**src/rtl/pbm_defines.vh**
```
// register indexes, field positions and timing constants of the phy basic management bank
`ifndef PBM_DEFINES_VH
`define PBM_DEFINES_VH

// register indexes
`define PBM_IDX_CONTROL 5'h00
`define PBM_IDX_STATUS 5'h01
`define PBM_IDX_ID_HIGH 5'h02
`define PBM_IDX_ID_LOW 5'h03
`define PBM_IDX_AN_ADV 5'h04
`define PBM_IDX_AN_LPA 5'h05
`define PBM_IDX_AN_EXP 5'h06
`define PBM_IDX_MODE_CS 5'h11
`define PBM_IDX_SPECIAL 5'h12
`define PBM_IDX_SPEC_IND 5'h1b
`define PBM_IDX_INT_SRC 5'h1d
`define PBM_IDX_INT_MASK 5'h1e
`define PBM_IDX_SPEC_CS 5'h1f

// control bit positions
`define PBM_CTL_RESET 15
`define PBM_CTL_LOOPBACK 14
`define PBM_CTL_SPEED 13
`define PBM_CTL_AN_EN 12
`define PBM_CTL_PWR_DOWN 11
`define PBM_CTL_AN_RESTART 9
`define PBM_CTL_DUPLEX 8
`define PBM_CTL_COL_TEST 7

// status bit positions
`define PBM_STS_T4 15
`define PBM_STS_AN_DONE 5
`define PBM_STS_RFAULT 4
`define PBM_STS_AN_ABLE 3
`define PBM_STS_LINK 2
`define PBM_STS_JABBER 1
`define PBM_STS_EXT_CAP 0

// fixed ability bits: 100 full/half, 10 full/half, an able, extended caps
`define PBM_STS_FIXED 16'h7809

// software reset count in clk_sys cycles; the reset bit stays set for one cycle more
`define PBM_SRST_CYCLES 4'h8

`endif

```
**src/rtl/pbm_regs.v**
```verilog
// management register bank of the integrated phy: control, status and first identifier
//
// Behaviour
// - registers reached only by index through management path
// - decode indexes 0-6 and 17,18,27,29,30,31
// - exempt fields survive only the software reset
// - control bit 15 starts self-clearing software reset
// - control bit 14 selects loopback, resets zero
// - bit 13 speed, ignored under auto-negotiation
// - bit 12 enables auto-negotiation, overrides speed/duplex
// - speed and an-enable reset values from strap
// - bit 11 power down; forces status 5 to zero
// - bit 9 restarts auto-negotiation, self-clearing
// - bit 8 duplex, ignored under auto-negotiation
// - bit 7 enables collision test, resets zero
// - fixed ability bits 15 zero, 14-11 one
// - status bit 5 shows auto-negotiation complete
// - status bit 4 latching-high remote fault
// - status bit 2 latching-low link status
// - status bit 1 latching-high jabber detect
// - status bits 3 and 0 read one
// - identifier one returns maker id bits
//
// notes for the next engineer
// - requests come from mac logic on clk_sys, so they pass no synchroniser
// - every answer comes one cycle after its request, reads and writes alike
// - read data holds between reads, so the mac may pick it up late
// - unknown indexes still answer, with hit low and zero data
// - known indexes outside this bank read zero, except identifier two
// - pin levels pass two flops; a pulse shorter than a cycle may be missed
// - latching flags load the live level on a status read, so an event in
//   the read cycle is kept rather than lost
// - link flag starts low after reset until the first status read
// - software reset runs a fixed count of cycles and drops control writes
//   until it is over; the mac sees no busy indication on this path
// - a reset write ignores its other bits; defaults come back afterwards
// - strap level is caught once after reset release and reused by every
//   software reset, so a strap that moves later has no effect
// - the synchroniser needs two edges to fill, so capture waits for a
//   third edge; an early strap read would always see zero
// - speed and duplex outputs read zero while auto-negotiation is on;
//   the core takes the negotiated result from elsewhere
// - status bit 5 needs auto-negotiation enabled and the phy powered
// - no exempt fields live in this bank, so a software reset clears all
// - restart and reset bits clear themselves; the mac never clears them
// - nothing here drives a pin directly; all outputs are flops
`timescale 1ns/10ps
`default_nettype none
`include "pbm_defines.vh"

module pbm_regs #(
    parameter [15:0] ID_HIGH = 16'h1234, // arbitrary neutral identifier value
    parameter [15:0] ID_LOW = 16'h5678 // arbitrary neutral identifier value
) (
    // clock and reset
    input wire clk_sys,
    input wire rstn,
    // strap pin
    input wire speed_strap,
    // management access, from mac logic on clk_sys
    input wire mgmt_req,
    input wire mgmt_write,
    input wire [4:0] mgmt_index,
    input wire [15:0] mgmt_wdata,
    output reg [15:0] mgmt_rdata,
    output reg mgmt_ack,
    output reg mgmt_hit,
    // live phy conditions, pins from the analog side
    input wire an_complete,
    input wire remote_fault,
    input wire link_up,
    input wire jabber,
    // controls to the phy core
    output reg soft_reset_busy,
    output reg loopback_en,
    output reg speed_100,
    output reg duplex_full,
    output reg an_enable,
    output reg an_restart,
    output reg power_down,
    output reg col_test_en
);

    // synchroniser stages, one pair per pin
    reg [1:0] strap_s_q;
    reg [1:0] an_s_q;
    reg [1:0] rf_s_q;
    reg [1:0] link_s_q;
    reg [1:0] jab_s_q;
    // strap capture and register state
    reg [1:0] strap_fill_q;
    reg strap_cap_q;
    reg strap_done_q;
    reg [15:0] ctl_q;
    reg [3:0] srst_cnt_q;
    reg rf_lat_q;
    reg link_lat_q;
    reg jab_lat_q;
    reg an_restart_pend_q;
    wire wr_ctl;
    wire rd_sts;
    wire srst_req;
    wire [15:0] sts_w;

    // index decode used for hit only; data select compares the index directly
    function is_known;
        input [4:0] idx;
        begin
            if (idx <= `PBM_IDX_AN_EXP) begin
                // control, status, identifiers and the negotiation registers
                is_known = 1'b1;
            end else if (idx == `PBM_IDX_MODE_CS) begin
                is_known = 1'b1;
            end else if (idx == `PBM_IDX_SPECIAL) begin
                is_known = 1'b1;
            end else if (idx == `PBM_IDX_SPEC_IND) begin
                is_known = 1'b1;
            end else if (idx == `PBM_IDX_INT_SRC) begin
                is_known = 1'b1;
            end else if (idx == `PBM_IDX_INT_MASK) begin
                is_known = 1'b1;
            end else if (idx == `PBM_IDX_SPEC_CS) begin
                is_known = 1'b1;
            end else begin
                // gaps in the index map answer with hit low
                is_known = 1'b0;
            end
        end
    endfunction

    assign wr_ctl = mgmt_req & mgmt_write & (mgmt_index == `PBM_IDX_CONTROL);
    assign rd_sts = mgmt_req & ~mgmt_write & (mgmt_index == `PBM_IDX_STATUS);
    assign srst_req = wr_ctl & mgmt_wdata[`PBM_CTL_RESET];

    // two-stage synchronisers for pin inputs
    always @(posedge clk_sys or negedge rstn) begin
        if (!rstn) begin
            strap_s_q <= 2'h0;
            an_s_q <= 2'h0;
            rf_s_q <= 2'h0;
            link_s_q <= 2'h0;
            jab_s_q <= 2'h0;
        end else begin
            // strap level, only read while capturing
            strap_s_q <= {strap_s_q[0], speed_strap};
            // negotiation done level from the core
            an_s_q <= {an_s_q[0], an_complete};
            // remote fault, feeds a latching-high flag
            rf_s_q <= {rf_s_q[0], remote_fault};
            // link level, feeds a latching-low flag
            link_s_q <= {link_s_q[0], link_up};
            // jabber, feeds a latching-high flag
            jab_s_q <= {jab_s_q[0], jabber};
        end
    end

    // strap caught once after release; done only after the synchroniser has filled
    always @(posedge clk_sys or negedge rstn) begin
        if (!rstn) begin
            strap_fill_q <= 2'h0;
            strap_cap_q <= 1'b0;
            strap_done_q <= 1'b0;
        end else if (!strap_done_q) begin
            // second stage holds the pin from the second edge on; capture takes it at the third
            strap_fill_q <= {strap_fill_q[0], 1'b1};
            strap_cap_q <= strap_s_q[1];
            strap_done_q <= strap_fill_q[1];
        end
    end

    // control register; speed and an-enable follow the strap up to and including the capture edge
    always @(posedge clk_sys or negedge rstn) begin
        if (!rstn) begin
            ctl_q <= 16'h0000;
            srst_cnt_q <= 4'h0;
            an_restart_pend_q <= 1'b0;
        end else if (strap_done_q && srst_cnt_q == 4'h0 && ctl_q[`PBM_CTL_RESET]) begin
            // software reset finishing: self-clear and restore defaults
            ctl_q <= 16'h0000;
            ctl_q[`PBM_CTL_SPEED] <= strap_cap_q;
            ctl_q[`PBM_CTL_AN_EN] <= strap_cap_q;
            an_restart_pend_q <= 1'b0;
        end else if (srst_cnt_q != 4'h0) begin
            // writes during the reset are dropped; keeps the sequence atomic
            srst_cnt_q <= srst_cnt_q - 4'h1;
        end else if (srst_req) begin
            // reset write: clear everything else and start the count
            ctl_q <= 16'h0000;
            ctl_q[`PBM_CTL_RESET] <= 1'b1;
            srst_cnt_q <= `PBM_SRST_CYCLES; // other bits ignored here
        end else if (wr_ctl) begin
            // plain write: reserved bits stay zero
            ctl_q[`PBM_CTL_LOOPBACK] <= mgmt_wdata[`PBM_CTL_LOOPBACK];
            ctl_q[`PBM_CTL_SPEED] <= mgmt_wdata[`PBM_CTL_SPEED];
            ctl_q[`PBM_CTL_AN_EN] <= mgmt_wdata[`PBM_CTL_AN_EN];
            ctl_q[`PBM_CTL_PWR_DOWN] <= mgmt_wdata[`PBM_CTL_PWR_DOWN];
            ctl_q[`PBM_CTL_AN_RESTART] <= mgmt_wdata[`PBM_CTL_AN_RESTART];
            ctl_q[`PBM_CTL_DUPLEX] <= mgmt_wdata[`PBM_CTL_DUPLEX];
            ctl_q[`PBM_CTL_COL_TEST] <= mgmt_wdata[`PBM_CTL_COL_TEST];
            an_restart_pend_q <= mgmt_wdata[`PBM_CTL_AN_RESTART];
        end else if (!strap_done_q) begin
            // follow the strap until capture is done
            ctl_q[`PBM_CTL_SPEED] <= strap_s_q[1];
            ctl_q[`PBM_CTL_AN_EN] <= strap_s_q[1];
        end else if (an_restart_pend_q) begin
            // restart pulse lasts one cycle, then the bit clears itself
            ctl_q[`PBM_CTL_AN_RESTART] <= 1'b0;
            an_restart_pend_q <= 1'b0;
        end
    end

    // latching flags: a status read re-arms them; live event wins on the read cycle
    always @(posedge clk_sys or negedge rstn) begin
        if (!rstn) begin
            rf_lat_q <= 1'b0;
            link_lat_q <= 1'b0;
            jab_lat_q <= 1'b0;
        end else if (soft_reset_busy) begin
            // software reset clears the latches like a power-up
            rf_lat_q <= 1'b0;
            link_lat_q <= 1'b0;
            jab_lat_q <= 1'b0;
        end else if (rd_sts) begin
            rf_lat_q <= rf_s_q[1];
            link_lat_q <= link_s_q[1];
            jab_lat_q <= jab_s_q[1];
        end else begin
            // hold the latched event until the next status read
            rf_lat_q <= rf_lat_q | rf_s_q[1];
            link_lat_q <= link_lat_q & link_s_q[1];
            jab_lat_q <= jab_lat_q | jab_s_q[1];
        end
    end

    // status word; an-done only while powered and enabled
    assign sts_w = `PBM_STS_FIXED
        | ({15'h0000, an_s_q[1] & ctl_q[`PBM_CTL_AN_EN] & ~ctl_q[`PBM_CTL_PWR_DOWN]} << `PBM_STS_AN_DONE)
        | ({15'h0000, rf_lat_q} << `PBM_STS_RFAULT)
        | ({15'h0000, link_lat_q} << `PBM_STS_LINK)
        | ({15'h0000, jab_lat_q} << `PBM_STS_JABBER);

    // management answer registered one cycle after the request
    always @(posedge clk_sys or negedge rstn) begin
        if (!rstn) begin
            mgmt_rdata <= 16'h0000;
            mgmt_ack <= 1'b0;
            mgmt_hit <= 1'b0;
        end else begin
            mgmt_ack <= mgmt_req;
            mgmt_hit <= mgmt_req & is_known(mgmt_index);
            if (mgmt_req && !mgmt_write) begin
                if (mgmt_index == `PBM_IDX_CONTROL) begin
                    // reset bit reads one while the reset runs
                    mgmt_rdata <= ctl_q;
                end else if (mgmt_index == `PBM_IDX_STATUS) begin
                    // this read also re-arms the latching flags
                    mgmt_rdata <= sts_w;
                end else if (mgmt_index == `PBM_IDX_ID_HIGH) begin
                    // fixed identifier, set per build
                    mgmt_rdata <= ID_HIGH;
                end else if (mgmt_index == `PBM_IDX_ID_LOW) begin
                    // second identifier word, set per build
                    mgmt_rdata <= ID_LOW;
                end else begin
                    mgmt_rdata <= 16'h0000; // outside this bank
                end
            end
        end
    end

    // controls to the core; manual speed and duplex only without auto-negotiation
    always @(posedge clk_sys or negedge rstn) begin
        if (!rstn) begin
            soft_reset_busy <= 1'b0;
            loopback_en <= 1'b0;
            speed_100 <= 1'b0;
            duplex_full <= 1'b0;
            an_enable <= 1'b0;
            an_restart <= 1'b0;
            power_down <= 1'b0;
            col_test_en <= 1'b0;
        end else begin
            // every control output lags its bit by one cycle
            soft_reset_busy <= ctl_q[`PBM_CTL_RESET];
            loopback_en <= ctl_q[`PBM_CTL_LOOPBACK];
            speed_100 <= ctl_q[`PBM_CTL_AN_EN] ? 1'b0 : ctl_q[`PBM_CTL_SPEED];
            duplex_full <= ctl_q[`PBM_CTL_AN_EN] ? 1'b0 : ctl_q[`PBM_CTL_DUPLEX];
            an_enable <= ctl_q[`PBM_CTL_AN_EN];
            an_restart <= ctl_q[`PBM_CTL_AN_RESTART];
            power_down <= ctl_q[`PBM_CTL_PWR_DOWN];
            col_test_en <= ctl_q[`PBM_CTL_COL_TEST];
        end
    end

endmodule // pbm_regs
`default_nettype wire

```
**config.mk**
```make
export PLATFORM = sky130hd
export DESIGN_NAME = pbm_regs
export DESIGN_NICKNAME = d
export VERILOG_FILES = /design/src/rtl/pbm_regs.v
export VERILOG_INCLUDE_DIRS = /design/src /design/src/rtl
export SDC_FILE = /design/constraint.sdc
export NUM_CORES = 1
export LEC_CHECK = 0
export BUFFER_PORTS_ARGS = -buffer_cell sky130_fd_sc_hd__clkbuf_2
export CORE_ASPECT_RATIO = 1.2
export CORE_MARGIN = 2
export CORE_UTILIZATION = 40
export DETAILED_ROUTE_END_ITERATION = 10
export SYNTH_ARGS = -nofsm -noshare
export SYNTH_HDL_FRONTEND = slang
export SYNTH_SLANG_ARGS = --single-unit
```
**constraint.sdc**
```tcl
create_clock -name clk_sys -period 2.8 [get_ports clk_sys]
set_input_delay 0 -clock clk_sys [delete_from_list [all_inputs] [get_ports clk_sys]]
set_output_delay 0 -clock clk_sys [all_outputs]
set_load 0.1 [all_outputs]
```
==> impl_metrics.py <==
metrics = {
    "clocking": {
        "htreeDepth": 2,
        "worstSkewPairLatency_ns": 0.30,
        "cts_tree": "done",
        "cts_made_buffers": 5,
        "clock_sinks": 55,
        "post_cts_resized": 0,
        "root_buffer": "clkbuf_8",
        "cts_buffer_depth": 2,
        "cts.clk_slew.worst_paths_ns": 0.10,
    },
    "detailed_routing": {
        "ant_nets": 0,
        "dr.pass1.iters": 4,
        "drt_iter0_markers": 139,
        "num_vias": 1515,
        "drc": 0,
        "wl_per_cell_um": 12.9,
        "totalWireLength_mm": 3.99,
        "avgViaCountPerCell": 4.90,
    },
    "pwr": {
        "power_density_nw_per_um2": 685,
        "vdd_drop_max_uv": 317,
        "p_switching_uw": 652,
        "swShare_pct": 36.1,
        "total_power_mw": 1.81,
        "leakagePower_nw": 1.27,
        "comb_power_share_pct": 25.5,
        "p_clk_share_pct": 23.2,
        "intPower_mw": 1.15,
        "sequentialPowerShare_pct": 51.3,
    },
    "worst_setup_path": {
        "ff2ff_path_depth": 3,
        "crit_required_ns": 2.99,
        "endpoint_kind": "flop",
        "crit_arrival_ns": 1.83,
        "setup.worst_path.start_class": "input pin",
        "path_class": "in2reg",
        "cp_max_fo": 7,
        "reg2reg_slack_ns": 1.21,
    },
    "sta": {
        "final.period_utilization_pct": 58.5,
        "rsz0062_at_grt": "no",
        "max_slew.worst_pin.slew_ns": 1.05,
        "finalSetupTns_ns": 0,
        "setup_viol": 0,
        "fmax_mhz": 611,
        "drv_slew": 0,
        "timing_hold_violations_final": 0,
        "skew_ns": 0.0139,
        "worst_slew_margin_rel_pct": 29.9,
        "fin_crit_ns": 1.64,
    },
    "logic_synthesis": {
        "ys_types": 40,
        "synthCells": 184,
        "synth_top_area_share_pct": 64.3,
        "synth_nets": 214,
        "synth_area_sq_um": 2140,
        "ys_ff_latch": 55,
        "synth_largest_area_cell": "dfrtp_1",
        "synth_area_per_cell_sq_um": 11.6,
        "seq_area_frac_synth_pct": 64.3,
        "yosysWarningCount": 0,
        "synth_area_leaders": "dfrtp_1, nand2_1, o21ai_0, o21ai_1, a22o_1",
    },
    "finish": {
        "fillers": 499,
        "multiInputGateArea_sq_um": 698,
        "register_area_sq_um": 1380,
        "diodes": 0,
        "layout_common_cells": "dfrtp_1, clkbuf_2, nand2_1, o21ai_0, dlygate4sd3_1",
        "final_common_cell": "dfrtp_1",
        "syn_to_final_growth_pct": 23.2,
        "fin_nets": 276,
        "drive_gt1_share_pct": 26.7,
    },
    "run": {
        "drv_cap": 0,
    },
    "die": {
        "die_w_um": 70.8,
        "dieArea_sq_um": 5960,
        "rows": 29,
        "ios": 56,
        "initial_core_util_pct": 41.0,
        "fp.coreArea_sq_um": 5230,
        "dieHeight_um": 84.2,
    },
    "placed_design": {
        "dp_hpwl_mm": 2.84,
        "gp_congestion": 0.750,
        "io_buffers": 47,
    },
    "global_routing": {
        "antenna_found_initial": 0,
        "track_usage_pct": 15.0,
        "grt_overflow": 0,
        "grt_pass1_vias": 1486,
        "grt_start_max_net_pins": 45,
        "grt_first_pass_wirelength_mm": 7.07,
    },
    "outcome": {
        "status": "completed",
    },
    "worst_hold_path": {
        "holdPathStages": 3,
        "min_path_type": "in2reg",
    },
}
-- worst paths after layout --
path / startpoint / end
max in group asynchronous: rstn / col_test_en$_DFF_PN0_
setup / recovery: mgmt_index[3] / ctl_q[7]$_DFFE_PN0P_
hold reg to reg: rf_s_q[0]$_DFF_PN0_ / rf_s_q[1]$_DFF_PN0_
min in group asynchronous: rstn / mgmt_rdata[3]$_DFFE_PN0P_
setup reg to reg: srst_cnt_q[0]$_DFFE_PN0P_ / ctl_q[7]$_DFFE_PN0P_
hold / removal: mgmt_index[4] / mgmt_hit$_DFF_PN0_
-- logic make-up after synthesis --
| logic type | share of synthesized area [%] |
|---|---|
| AND/OR/NAND/NOR | 15.9 |
| buffers and inverters | 3.15 |
| flip-flops | 64.3 |
| multiplexers | 1.52 |
| AO/OA/AOI/OAI | 15.1 |
-- sequential cells by signal, indices dropped and copies added (netlist names), 2 cells and up --
| name | flops |
|---|---|
| mgmt_rdata | 15 |
| strap_fill_q | 2 |
| ctl_q | 8 |
| jab_s_q | 2 |
| rf_s_q | 2 |
| an_s_q | 2 |
| strap_s_q | 2 |
| link_s_q | 2 |
| srst_cnt_q | 4 |
-- Yosys cell counts --
| cell | count |
|---|---|
| a211oi_1 | 1 |
| a21bo_1 | 1 |
| a21o_1 | 2 |
| a21oi_1 | 7 |
| a22o_1 | 5 |
| a22oi_1 | 1 |
| a31oi_1 | 1 |
| and3_4 | 1 |
| and4b_1 | 1 |
| buf_1 | 1 |
| buf_4 | 1 |
| buf_6 | 2 |
| clkbuf_1 | 3 |
| dfrtp_1 | 55 |
| inv_1 | 6 |
| mux2_2 | 2 |
| mux2i_1 | 1 |
| nand2_1 | 30 |
| nand2b_1 | 2 |
| nand3b_1 | 1 |
| nand4_1 | 2 |
| nor2_1 | 9 |
| nor2_4 | 1 |
| nor2b_1 | 3 |
| nor3_1 | 3 |
| nor3_2 | 1 |
| nor3_4 | 1 |
| nor3b_1 | 1 |
| nor4_4 | 1 |
| o21ai_0 | 14 |
| o21ai_1 | 9 |
| o221a_1 | 2 |
| o22ai_1 | 1 |
| o311ai_1 | 1 |
| o31a_1 | 1 |
| o31ai_1 | 5 |
| or2_2 | 1 |
| or3_1 | 2 |
| or3_4 | 1 |
| or4_4 | 1 |
-- through the flow --
stage / setup WS [ns] / area, sq um / hold slack (ns) / utilization, % / std cells
2_1_floorplan: 1.31 / 2140 / -0.296 / - / 184
3_3_place_gp: 1.22 / 2420 / 0.108 / 46.4 / 288
3_5_place_dp: 1.21 / 2420 / 0.110 / 46.4 / 288
4_1_cts: 1.17 / 2640 / 0.00205 / 50.5 / 309
5_1_grt: 1.02 / 2640 / 0.0251 / 50.5 / 309
6_report: 1.16 / 2640 / 0.0123 / 50.5 / 309
-- cell type report --
class | count | area share (%)
clock buffers | 6 | 2.75
flip-flops and latches | 55 | 52.1
multi-input cells | 116 | 26.4
inverters | 6 | 0.853
well taps | 62 | 2.94
clock inverters | 2 | 0.474
repair buffers | 62 | 14.4
-- routing by layer --
layer,GRT usage [%],wire (um),vias to the layer above
li1,-,-,770
met4,5.15,60,0
met5,0,0,-
met1,20.2,1800,703
met3,4.08,186,6
met2,23.7,1940,36
-- worst max-delay path, cell delays in order --
cell and delay, ns:
dlygate4sd3_1 0.53, clkbuf_2 0.16, or4_4 0.51, nor2_4 0.18, o21ai_1 0.16, a22o_1 0.28
-- power by group through the flow --
stage                     combinational (mW)  sequential (mW)  clock (mW)
after floorplan                        0.123             1.17           0
after global placement                 0.449            0.945           0
after detailed placement               0.450            0.946           0
after CTS                              0.465            0.930       0.436
after global routing                   0.492            0.940       0.470
final                                  0.460            0.928       0.419
-- what timing repair did --
action	in CTS	in global routing
buffers inserted	0	0
endpoints found under the hold margin	55	0
hold buffers	13	0
endpoints found under the setup margin	0	0
(Power assumes the default switching activity.)
